`config.mk`:
```
export PLATFORM = sky130hd
export DESIGN_NAME = usb_ep0_out_status
export DESIGN_NICKNAME = d
export VERILOG_FILES = /design/src/hdl/usb_ep0_out_status.v
export VERILOG_INCLUDE_DIRS = /design/src /design/src/hdl
export SDC_FILE = /design/constraint.sdc
export NUM_CORES = 1
export LEC_CHECK = 0
export ABC_AREA = 0
export BUFFER_PORTS_ARGS = -buffer_cell sky130_fd_sc_hd__buf_4
export CORE_ASPECT_RATIO = 0.7
export CORE_UTILIZATION = 28
export CTS_CLUSTER_DIAMETER = 50
export CTS_CLUSTER_SIZE = 8
export DETAILED_ROUTE_END_ITERATION = 10
export MAX_ROUTING_LAYER = met4
export SYNTH_ARGS = -nofsm -noshare
export SYNTH_HDL_FRONTEND = slang
export SYNTH_SLANG_ARGS = --single-unit
```
`constraint.sdc`:
```
create_clock -name core_clk -period 1.5 [get_ports core_clk]
set_input_delay 0.3 -clock core_clk [delete_from_list [all_inputs] [get_ports core_clk]]
set_output_delay 0.3 -clock core_clk [all_outputs]
set_load 0.02 [all_outputs]
```
`src/hdl/usb_ep0_out_regs.vh`:
```
// Register offsets, field positions and reset values of the ep0 out block
`ifndef USB_EP0_OUT_REGS_VH
`define USB_EP0_OUT_REGS_VH

// ********************
// Register byte offsets
// ********************
`define OFS_EP0_OUT_CONFIG 12'h000
`define OFS_EP0_OUT_BYTE_COUNT 12'h004
`define OFS_FUNCTION_ADDRESS 12'h008
`define OFS_USB_EVENT_STATUS 12'h00c
`define OFS_USB_EVENT_MASK 12'h010
`define OFS_EP0_EVENT_STATUS 12'h014

// ********************
// ep0_out_config fields
// ********************
`define BIT_XFER_DONE_IRQ_ENABLE 2
`define BIT_STALL 3
`define BIT_DATA_TOGGLE_STATE 5
`define BIT_BUFFER_MANAGER_ENABLE 7

// ********************
// ep0_out_byte_count fields
// ********************
`define BIT_NAK 7
`define COUNT_MAX 4'h8
`define RST_COUNT 4'h0
`define RST_NAK 1'b1
`define RST_CFG_BIT 1'h0
`define RST_XFER 1'h0

// ********************
// usb_event_status and usb_event_mask fields
// ********************
`define BIT_SETUP_OVERWRITE_FLAG 0
`define BIT_SETUP_FLAG 2
`define BIT_PORT3_POWER_ON_FLAG 3
`define BIT_PORT3_POWER_OFF_FLAG 4
`define BIT_RESUME_FLAG 5
`define BIT_SUSPEND_FLAG 6
`define BIT_PORT_RESET_FLAG 7
`define STATUS_IMPL_MASK 8'hfd
`define RST_STATUS 8'h00
`define RST_MASK 8'h00
`define RST_ADDRESS 7'h00

// ********************
// Handshake codes
// ********************
`define HS_ACK 2'h0
`define HS_NAK 2'h1
`define HS_STALL 2'h2

`endif

```
`src/hdl/usb_ep0_out_status.v`:
```
// Endpoint-0 out control, function address and USB event status logic
//
// Chosen here: register access over APB and the register addresses.
`timescale 1ns/1ps
`include "usb_ep0_out_regs.vh"

module usb_ep0_out_status
(
    // Clock and reset
    input wire core_clk,
    input wire rst_n,
    // APB slave
    input wire psel,
    input wire penable,
    input wire pwrite,
    input wire [11:0] paddr,
    input wire [31:0] pwdata,
    output reg [31:0] prdata,
    output reg pready,
    output reg pslverr,
    // USB engine events, one-cycle pulses
    input wire usb_func_reset,
    input wire setup_rx,
    input wire setup_buf_full,
    input wire out_pkt_rx,
    input wire [6:0] token_addr,
    input wire [3:0] out_pkt_len,
    input wire out_pkt_data1,
    input wire port3_power_on,
    input wire port3_power_off,
    input wire resume_detect,
    input wire suspend_detect,
    input wire port_reset_detect,
    // Handshake to USB engine
    output reg hs_valid,
    output reg [1:0] hs_code,
    // Interrupt
    output reg irq
);

    // ********************
    // State
    // ********************
    reg ie_q;
    reg stall_q;
    reg toggle_q;
    reg bm_enable_q;
    reg nak_q;
    reg [3:0] count_q;
    reg [6:0] address_field_q;
    reg [7:0] sta_q;
    reg [7:0] msk_q;
    reg xfer_flag_q;

    // ********************
    // Bus decode
    // ********************
    wire acc = psel & penable;
    wire wr = acc & pwrite & pready;
    wire hit_cfg = paddr == `OFS_EP0_OUT_CONFIG;
    wire hit_cnt = paddr == `OFS_EP0_OUT_BYTE_COUNT;
    wire hit_adr = paddr == `OFS_FUNCTION_ADDRESS;
    wire hit_sta = paddr == `OFS_USB_EVENT_STATUS;
    wire hit_msk = paddr == `OFS_USB_EVENT_MASK;
    wire hit_evt = paddr == `OFS_EP0_EVENT_STATUS;
    wire mapped = hit_cfg | hit_cnt | hit_adr | hit_sta | hit_msk | hit_evt;

    // ********************
    // Transaction decisions
    // ********************
    wire addr_ok = token_addr == address_field_q;
    wire setup_ev = setup_rx & addr_ok;
    wire out_ev = out_pkt_rx & addr_ok;
    wire out_stall = out_ev & stall_q;
    // Refusal: setup pending, buffer full or manager blocked
    wire out_nak = out_ev & ~stall_q &
        (sta_q[`BIT_SETUP_FLAG] | nak_q | ~bm_enable_q);
    wire out_ack = out_ev & ~stall_q & ~out_nak;
    wire out_take = out_ack & (out_pkt_data1 == toggle_q);

    function [3:0] clamp;
        input [3:0] v;
        begin
            clamp = (v > `COUNT_MAX) ? `COUNT_MAX : v;
        end
    endfunction

    // ********************
    // Status set vector
    // ********************
    reg [7:0] set_vec;
    always @*
    begin
        set_vec = 8'h00;
        set_vec[`BIT_SETUP_OVERWRITE_FLAG] = setup_ev & setup_buf_full;
        set_vec[`BIT_SETUP_FLAG] = setup_ev;
        set_vec[`BIT_PORT3_POWER_ON_FLAG] = port3_power_on;
        set_vec[`BIT_PORT3_POWER_OFF_FLAG] = port3_power_off;
        set_vec[`BIT_RESUME_FLAG] = resume_detect;
        set_vec[`BIT_SUSPEND_FLAG] = suspend_detect;
        set_vec[`BIT_PORT_RESET_FLAG] = port_reset_detect;
    end

    wire [7:0] sta_clr = (wr & hit_sta) ? pwdata[7:0] : 8'h00;
    wire [7:0] sta_keep = usb_func_reset ? (sta_q & 8'h80) : sta_q;
    wire [7:0] sta_d;

    // ********************
    // Event status flags, one per implemented bit, bit 1 held at zero
    // ********************
    localparam [7:0] STA_IMPL = `STATUS_IMPL_MASK;
    genvar b;
    generate
        for (b = 0; b < 8; b = b + 1)
        begin : g_sta
            // Set wins over a write-one clear
            assign sta_d[b] = STA_IMPL[b] &
                ((sta_keep[b] & ~sta_clr[b]) | set_vec[b]);
        end
    endgenerate

    // ********************
    // Event status register
    // ********************
    always @(posedge core_clk or negedge rst_n)
    begin
        if (!rst_n)
            sta_q <= `RST_STATUS;
        else
            sta_q <= sta_d;
    end

    // ********************
    // Transfer interrupt enable
    // ********************
    always @(posedge core_clk or negedge rst_n)
    begin
        if (!rst_n)
            ie_q <= `RST_CFG_BIT;
        else if (usb_func_reset)
            ie_q <= `RST_CFG_BIT;
        else if (wr & hit_cfg)
            ie_q <= pwdata[`BIT_XFER_DONE_IRQ_ENABLE];
    end

    // ********************
    // Stall request, cleared when sent or by a setup
    // ********************
    always @(posedge core_clk or negedge rst_n)
    begin
        if (!rst_n)
            stall_q <= `RST_CFG_BIT;
        else if (usb_func_reset)
            stall_q <= `RST_CFG_BIT;
        else if (out_stall | setup_ev)
            stall_q <= 1'h0;
        else if (wr & hit_cfg)
            stall_q <= pwdata[`BIT_STALL];
    end

    // ********************
    // Data toggle, a setup starts DATA1
    // ********************
    always @(posedge core_clk or negedge rst_n)
    begin
        if (!rst_n)
            toggle_q <= `RST_CFG_BIT;
        else if (usb_func_reset)
            toggle_q <= `RST_CFG_BIT;
        else if (setup_ev)
            toggle_q <= 1'h1;
        else if (out_take)
            toggle_q <= ~toggle_q;
    end

    // ********************
    // Buffer manager enable
    // ********************
    always @(posedge core_clk or negedge rst_n)
    begin
        if (!rst_n)
            bm_enable_q <= `RST_CFG_BIT;
        else if (usb_func_reset)
            bm_enable_q <= `RST_CFG_BIT;
        else if (wr & hit_cfg)
            bm_enable_q <= pwdata[`BIT_BUFFER_MANAGER_ENABLE];
    end

    // ********************
    // Buffer NAK, packet load wins over a software write
    // ********************
    always @(posedge core_clk or negedge rst_n)
    begin
        if (!rst_n)
            nak_q <= `RST_NAK;
        else if (usb_func_reset)
            nak_q <= `RST_NAK;
        else if (out_take)
            nak_q <= 1'h1;
        else if (wr & hit_cnt)
            nak_q <= pwdata[`BIT_NAK];
    end

    // ********************
    // Byte count load, reserved codes act as 8
    // ********************
    wire [3:0] count_load = out_take ? clamp(out_pkt_len) :
        clamp(pwdata[3:0]);

    // ********************
    // Byte count
    // ********************
    always @(posedge core_clk or negedge rst_n)
    begin
        if (!rst_n)
            count_q <= `RST_COUNT;
        else if (usb_func_reset)
            count_q <= `RST_COUNT;
        else if (out_take | (wr & hit_cnt))
            count_q <= count_load;
    end

    // ********************
    // Function address
    // ********************
    always @(posedge core_clk or negedge rst_n)
    begin
        if (!rst_n)
            address_field_q <= `RST_ADDRESS;
        else if (usb_func_reset)
            address_field_q <= `RST_ADDRESS;
        else if (wr & hit_adr)
            address_field_q <= pwdata[6:0];
    end

    // ********************
    // Event mask
    // ********************
    always @(posedge core_clk or negedge rst_n)
    begin
        if (!rst_n)
            msk_q <= `RST_MASK;
        else if (usb_func_reset)
            msk_q <= `RST_MASK;
        else if (wr & hit_msk)
            msk_q <= pwdata[7:0] & STA_IMPL;
    end

    // ********************
    // Transfer-done event
    // ********************
    wire xfer_set = out_take & ie_q;
    wire xfer_clr = wr & hit_evt & pwdata[0];

    // ********************
    // Transfer-done flag, set wins over clear
    // ********************
    always @(posedge core_clk or negedge rst_n)
    begin
        if (!rst_n)
            xfer_flag_q <= `RST_XFER;
        else if (usb_func_reset)
            xfer_flag_q <= `RST_XFER;
        else if (xfer_set)
            xfer_flag_q <= 1'h1;
        else if (xfer_clr)
            xfer_flag_q <= 1'h0;
    end

    // ********************
    // Handshake strobe
    // ********************
    always @(posedge core_clk or negedge rst_n)
    begin
        if (!rst_n)
            hs_valid <= 1'h0;
        else
            hs_valid <= out_ev;
    end

    // ********************
    // Handshake code
    // ********************
    always @(posedge core_clk or negedge rst_n)
    begin
        if (!rst_n)
            hs_code <= `HS_ACK;
        // Stall outranks NAK, NAK outranks ACK
        else if (out_stall)
            hs_code <= `HS_STALL;
        else if (out_nak)
            hs_code <= `HS_NAK;
        else
            hs_code <= `HS_ACK;
    end

    // ********************
    // Interrupt, follows the next event status and the current transfer-done flag
    // ********************
    always @(posedge core_clk or negedge rst_n)
    begin
        if (!rst_n)
            irq <= 1'h0;
        else
            irq <= |(sta_d & msk_q) | xfer_flag_q;
    end

    // ********************
    // APB response, one wait state
    // ********************
    reg [7:0] rd_byte;
    always @*
    begin
        rd_byte = 8'h00;
        if (hit_cfg)
        begin
            rd_byte[`BIT_XFER_DONE_IRQ_ENABLE] = ie_q;
            rd_byte[`BIT_STALL] = stall_q;
            rd_byte[`BIT_DATA_TOGGLE_STATE] = toggle_q;
            rd_byte[`BIT_BUFFER_MANAGER_ENABLE] = bm_enable_q;
        end
        else if (hit_cnt)
            rd_byte = {nak_q, 3'h0, count_q};
        else if (hit_adr)
            rd_byte = {1'b0, address_field_q};
        else if (hit_sta)
            rd_byte = sta_q;
        else if (hit_msk)
            rd_byte = msk_q;
        else if (hit_evt)
            rd_byte = {7'h00, xfer_flag_q};
    end

    always @(posedge core_clk or negedge rst_n)
    begin
        if (!rst_n)
        begin
            pready <= 1'b0;
            pslverr <= 1'b0;
            prdata <= 32'h00000000;
        end
        else
        begin
            pready <= acc & ~pready;
            pslverr <= acc & ~pready & ~mapped;
            if (acc & ~pready & ~pwrite)
                prdata <= {24'h000000, rd_byte};
        end
    end

endmodule

```
==> impl_results.md, run 1 <==
* EDFF count, synth at 0
* CP Class: flop to flop
* Clk sink count at 45
* Startpoint Class: flop
* Antenna violations before repair at 0
* Core footprint at 9220 um2
* Area delta synth->final at 46.7%
* Drc violations at 0
* Commonest non-fill, non-tap cells in the layout: buf_4, dfrtp_1, nor2_1
* Commonest non-fill, non-tap cell in the layout: buf_4
* Vias in the first global route at 2,389
* Depth of the CTS H-tree at 2
* Synth Register Bits at 45
* Most common cell on crit path: buf_6
* RSZ-0062 raised after global routing: true
* Max Clk Rate at 573 MHz
* Critical path endpoint: count_q[2]$_DFFE_PN0P_
* Mapped Area at 2700 um2
* Failing checks: setup timing
* Max-slew violations at 0
* P per Cell Area at 741 nW/um2
* First-pass GRT wire length at 12,600 um
* Final wirelength at 8160 um
* Yosys top cell by area: dfrtp_1
* DIE AREA at 10,100 um2
* Site Rows at 29
* Seq/Total Area, Yosys at 0.417
* Max Cap Viol at 0
* Chip Width at 119 um
* Worst slew pin tran at 598 ps
* Drt pass-1 iters at 4
* Critical Path AT at 1930 ps
* Synth Warn # at 0
* Post-synth top area share at 0.407
* Endpoints failing setup at 22
* Pin count of the biggest net entering global routing at 46
* Rel. slew slack at 0.602
* Fin crit share at 1.16
* Crit. Startpoint: address_field_q[1]$_DFFE_PN0P_
* CTS root buffer: clkbuf_16
* CP max stage cell: dfrtp_1
* Synth Instances at 287
* Critical Path Stages at 8
* Post-synth ARST share at 1.00
* Buf+Inv Stages, Crit Path at 3
* Pint at 0.00223 W
* Ports at 108
* CP endpoint kind: flop
* Avg Inst Size Synth at 9.42 um2
* Prevailing post-synth register cell: dfrtp_1
* Total Routing Usage GR at 0.170
* Sw frac at 0.242
* Worst hold slack at 4.77 ps
* DP HPWL at 6090 um
* Initial core utilization at 0.293
* Routability Congestion at 0.831
* P_sw at 0.000712 W
* Top Family by Delay on Critical Path: simple AND/OR/NAND/NOR gates
* Worst slack at placement at -379 ps
* Clk slew on worst S/H paths at 60 ps
* Max VDD drop at 0.405 mV
* PnR worst setup slack at -246 ps
* DR vias at 2,502
* Clock power share at 0.444
* Sequential power share at 0.419
* Longest Clk Path Bufs at 2
* Critical path required time at 1690 ps
* R2r setup slk at -250 ps
* Share of layout cells above drive strength 1 at 0.403
* TritonCTS clock tree: yes
* Tmin final at 1750 ps
* R2R depth at 8
* Nets at 469
* RR Endpoint: count_q[2]$_DFFE_PN0P_
* IO Port Bufs at 59
* Final Hold Viols at 0
* Worst-path fanout max at 7
* Largest stage delay, worst path at 390 ps
* Clock latency at the later pin of the worst-skew pair at 290 ps
* DRT antenna net count at 0
* Combinational Power Share at 0.137
* Static Leak at 1.85 nW
* DIE HEIGHT at 84.2 um
* Vias per cell at 4.77
* Number of DRC markers in iteration 0 at 160
* Ranking of synthesized cells by area: dfrtp_1, mux2i_1, buf_4
* Max Clock Skew at 4.31 ps
* Status: complete, but fails checks
* Total gr overflow at 0
* Synth cell types at 51
* Worst R2R Start: address_field_q[1]$_DFFE_PN0P_
* Average wire per standard cell at 15.6 um
* Crit path cell chain: xnor2_1, buf_4, nand4_1, nor4b_4, buf_6, buf_6, a21oi_2, o21a_1
* Worst hold path type: input pin to async pin
* Antenna diode count at 0
* TritonCTS Buffers at 5
[worst min path at each step]
stage	to	slack [ps]	startpoint	cells past startpoint
2_1_floorplan	address_field_q[0]$_DFFE_PN0P_	4	rst_n	0
3_3_place_gp	prdata[2]$_DFFE_PN0P_	350	rst_n	1
3_5_place_dp	pslverr$_DFF_PN0_	350	rst_n	1
4_1_cts	pslverr$_DFF_PN0_	30	rst_n	1
5_1_grt	pslverr$_DFF_PN0_	40	rst_n	1
6_report	prdata[2]$_DFFE_PN0P_	5	rst_n	1
[power groups by stage]
| stage | sequential, W | combinational, W | clock (W) |
|---|---|---|---|
| global route | 0.00123 | 0.000433 | 0.00139 |
| floorplan | 0.00126 | 0.000205 | 0 |
| detailed placement | 0.00125 | 0.000385 | 0 |
| finish | 0.00123 | 0.000403 | 0.00130 |
| global placement | 0.00125 | 0.000382 | 0 |
| CTS | 0.00123 | 0.000393 | 0.00134 |
[worst reg2reg max path: stages, from the launching register on]
cell and delay, ps:
dfrtp_1 390, xnor2_1 140, buf_4 140, nand4_1 190, nor4b_4 350, buf_6 170
buf_6 110, a21oi_2 50, o21a_1 100
[metal layers]
metal | vias to the layer above | share of wire | GRT usage
li1 | 1190 | - | -
met4 | 0 | 0.010 | 0.0511
met1 | 1220 | 0.48 | 0.239
met2 | 84 | 0.44 | 0.241
met3 | 8 | 0.065 | 0.0380
met5 | - | 0 | -
[layout make-up]
type | count | area, um2
Fill cell | 912 | 5250
Multi-Input combinational cell | 220 | 1530
Sequential cell | 45 | 1130
Tap cell | 124 | 155
Inverter | 8 | 30.0
Clock inverter | 1 | 30.0
Timing Repair Buffer | 119 | 947
Clock buffer | 7 | 143
[stage by stage]
stage               area [um2]  utilization  instances  power, W  TNS [ps]
floorplan                 2810            -        310   0.00146     -2600
global placement          3570        0.387        508   0.00163     -8400
detailed placement        3570        0.387        508   0.00164     -9440
CTS                       3890        0.422        521   0.00297     -2290
global route              3970        0.430        524   0.00305     -4230
finish                    3970        0.430        524   0.00294     -2070
[sequential cells by signal (all words and copies together), names as in the netlist, 2 cells and up]
name,cells
prdata,8
msk_q,7
hs_code,2
count_q,4
sta_q,7
address_field_q,7
[what timing repair did]
| action | in CTS | in global routing |
|---|---|---|
| buffers inserted | 5 | 3 |
| hold buffers | 0 | 0 |
| setup endpoints to repair | 34 | 40 |
| pin swaps | 24 | 16 |
| resized for setup | 25 | 11 |
[synth_stat cells, types with 4 or more instances]
library cell	count
a21o_1	7
a21oi_1	13
a221oi_1	5
a22oi_1	5
and2_1	5
buf_1	4
buf_4	24
clkbuf_1	5
dfrtp_1	44
inv_1	8
mux2i_1	21
nand2_1	25
nand2b_1	6
nand3_1	5
nand4_1	4
nor2_1	28
nor2b_1	10
nor3b_1	4
o21ai_0	11
xnor2_1	7
[cell families (layout without fill, tap and decap cells)]
| logic type | Yosys count | count (layout) | share of synthesized area |
|---|---|---|---|
| DFF | 45 | 45 | 0.417 |
| other | 1 | 24 | 0.00139 |
| buffers and inverters | 45 | 135 | 0.100 |
| muxes | 22 | 22 | 0.0833 |
| and+or+nand+nor | 108 | 108 | 0.227 |
| AOI/OAI and AO/OA | 58 | 58 | 0.145 |
| xor gates and xnor gates | 8 | 8 | 0.0259 |
Note: power is estimated with default switching activity, not from simulation.
==> run 2: changes to the inputs <==
--- a/config.mk
+++ b/config.mk
@@ -8,12 +8,15 @@
 export LEC_CHECK = 0
 export ABC_AREA = 0
 export BUFFER_PORTS_ARGS = -buffer_cell sky130_fd_sc_hd__buf_4
+export CELL_PAD_IN_SITES_DETAIL_PLACEMENT = 0
+export CELL_PAD_IN_SITES_GLOBAL_PLACEMENT = 1
 export CORE_ASPECT_RATIO = 0.7
 export CORE_UTILIZATION = 28
 export CTS_CLUSTER_DIAMETER = 50
 export CTS_CLUSTER_SIZE = 8
 export DETAILED_ROUTE_END_ITERATION = 10
 export MAX_ROUTING_LAYER = met4
+export PLACE_DENSITY_LB_ADDON = 0.1
 export SYNTH_ARGS = -nofsm -noshare
 export SYNTH_HDL_FRONTEND = slang
 export SYNTH_SLANG_ARGS = --single-unit
==> run 2 against run 1 <==
  * The run still ends with setup timing left
  * Non-clock buffer count up 12
  * Via count down 0.72%
  * Hold slack better by 190 ps
  * Sequential power about the same
  * Sequential share of layout area down 1.4 points
  * Combinational power up 9.9%
  * Maximum frequency up 1.3%
  * Power down 3.5%
  * First-iteration DRC count down 38%
  * Worst setup slack better by 23 ps
  * Clock skew up 5.1 ps
  * Final area up 5.1%
  * Critical endpoint is now count_q[1]$_DFFE_PN0P_
  * Largest power group is now sequential cells
==> impl_results.md, run 2 (synthesis results as in run 1) <==
* Status: complete, but fails checks
* Failing checks: setup timing
* CP Class: flop to flop
* Initial core utilization at 0.293 (unchanged)
* Site Rows at 29 (unchanged)
* Commonest non-fill, non-tap cells in the layout: buf_4, dfrtp_1, nor2_1
* CP endpoint kind: flop
* Share of layout cells above drive strength 1 at 0.459 (+0.0562)
* Max Clock Skew at 9.40 ps (+5.09 ps)
* Power Total at 0.00284 W (-3.5%)
* RR Endpoint: count_q[1]$_DFFE_PN0P_
* Critical path required time at 1690 ps (about the same)
* Area of the multi-input gates at 1640 um2 (+7.0%)
* IO Port Bufs at 59 (unchanged)
* Core footprint at 9220 um2 (unchanged)
* DR vias at 2,484 (-0.72%)
* Crit. Startpoint: address_field_q[4]$_DFFE_PN0P_
* Critical path endpoint: count_q[1]$_DFFE_PN0P_
* Antenna diode count at 0 (unchanged)
* Worst-path fanout max at 8 (+1)
* Antenna violations before repair at 0 (unchanged)
* Chip Width at 119 um (unchanged)
* Final wirelength at 8880 um (+8.9%)
* First-pass GRT wire length at 13,900 um (+9.7%)
* Total Routing Usage GR at 0.189 (+0.0189)
* Number of DRC markers in iteration 0 at 100 (-38%)
* Nets at 481 (+2.6%)
* DIE AREA at 10,100 um2 (unchanged)
* Register area at 1130 um2 (unchanged)
* Worst slew pin tran at 530 ps (-67.8 ps)
* Met2 usage at 0.259 (+0.0179)
* Clock latency at the later pin of the worst-skew pair at 290 ps (about the same)
* Longest Clk Path Bufs at 2 (unchanged)
* Largest Register: prdata
* Tmin final at 1720 ps (-22.5 ps)
* R2r setup slk at -220 ps (+20 ps)
* Area delta synth->final at 54.2%
* PnR worst setup slack at -224 ps (+22.5 ps)
* TritonCTS Buffers at 5 (unchanged)
* Final Hold Viols at 0 (unchanged)
* DP HPWL at 6650 um (+9.0%)
* CTS root buffer: clkbuf_16
* Max reg flops at 8 (unchanged)
* Commonest non-fill, non-tap cell in the layout: buf_4
* Startpoint Class: flop
* Max Cap Viol at 0 (unchanged)
* DIE HEIGHT at 84.2 um (unchanged)
* Met3 Use GR at 0.0408 (+0.00272)
* Drt pass-1 iters at 4 (unchanged)
* Max Clk Rate at 580 MHz (+1.3%)
* Clk slew on worst S/H paths at 60 ps (about the same)
* Post-layout util at 0.452 (+0.0221)
* Average wire per standard cell at 16.6 um (+6.5%)
* Drc violations at 0 (unchanged)
* Pin count of the biggest net entering global routing at 24 (-48%)
* R2R depth at 6 (-2)
* RSZ-0062 raised after global routing: true
* Max VDD drop at 0.432 mV (+6.6%)
* Max-slew violations at 0 (unchanged)
* Total gr overflow at 0 (unchanged)
* M1 GR Usage at 0.277 (+0.0381)
* Vias per cell at 4.63 (-2.9%)
* Critical Path AT at 1910 ps (-20 ps)
* Depth of the CTS H-tree at 2 (unchanged)
* Endpoints failing setup at 23 (+4.5%)
* Worst hold path type: input pin to flop
* TritonCTS clock tree: yes
* Routability Congestion at 0.809 (-2.6%)
* Static Leak at 1.98 nW (+7.4%)
* Worst R2R Start: address_field_q[4]$_DFFE_PN0P_
* Top Usage Layer GRT: met1
* Fin crit share at 1.15 (-0.0150)
* DRT antenna net count at 0 (unchanged)
* Setup TNS at -2110 ps (-43.1 ps)
* Fill count at 917 (+0.55%)
* Clk sink count at 45 (unchanged)
* Rel. slew slack at 0.644 (+0.0420)
* P per Cell Area at 680 nW/um2 (-8.2%)
* Vias in the first global route at 2,547 (+6.6%)
* Ports at 108 (unchanged)
==> run 2: worst max-delay path, cell delays in order (launching register included) <==
cell	delay, ps
dfrtp_1	400
xnor2_1	170
nand4_1	230
nor4b_4	360
buf_6	180
a21oi_2	50
a221oi_2	230
==> run 2: power by group <==
part           switching, W  internal (W)  leakage [nW]  total (W)
Sequential       0.00000756       0.00122         0.604    0.00123
Clock              0.000497      0.000664        0.0768    0.00116
Combinational      0.000251      0.000191          1.30   0.000443
==> run 2: metrics by stage <==
| stage | setup slack [ps] | area (um2) | instances | hold WS, ps |
|---|---|---|---|---|
| 6_report | -224 | 4170 | 536 | 197 |
| 5_1_grt | -303 | 4170 | 536 | 209 |
| 4_1_cts | -209 | 4000 | 533 | 195 |
| 3_5_place_dp | -494 | 3660 | 518 | 232 |
| 3_3_place_gp | -514 | 3660 | 518 | 232 |
| 2_1_floorplan | -278 | 2810 | 310 | 4.41 |
==> run 2: area by class of cell <==
type	instances	share of cell area
clock buffer	6	0.0333
clock inverter	2	0.00330
inverter	8	0.00720
multi-input combinational	220	0.393
sequential	45	0.271
tap	124	0.0372
timing repair buffer	131	0.255
==> run 2: how the worst min path moves through the flow <==
stage | cells after the start | startpoint | endpoint | slack, ps
final | 2 | port3_power_off | sta_q[4]$_DFF_PN0_ | 200
after global routing | 2 | port3_power_off | sta_q[4]$_DFF_PN0_ | 210
after CTS | 2 | port3_power_off | sta_q[4]$_DFF_PN0_ | 190
after detailed placement | 1 | rst_n | prdata[7]$_DFFE_PN0P_ | 230
after global placement | 1 | rst_n | pready$_DFF_PN0_ | 230
after floorplan | 0 | rst_n | address_field_q[0]$_DFFE_PN0P_ | 4
==> run 2: timing repair <==
| item | in CTS | in global routing |
|---|---|---|
| setup endpoints to repair | 36 | 41 |
| hold buffers | 1 | 0 |
| resized for setup | 30 | 33 |
| setup buffers | 6 | 5 |
| hold endpoints to repair | 22 | 0 |
| pin swaps | 22 | 16 |
==> run 2: routing by layer <==
metal  up-vias  routed length [um]  share of wire
met1      1204                4570           0.51
met3         8                 387          0.044
met2        56                3830           0.43
li1       1216                   -              -
met5         -                   0              0
met4         0                 102          0.011
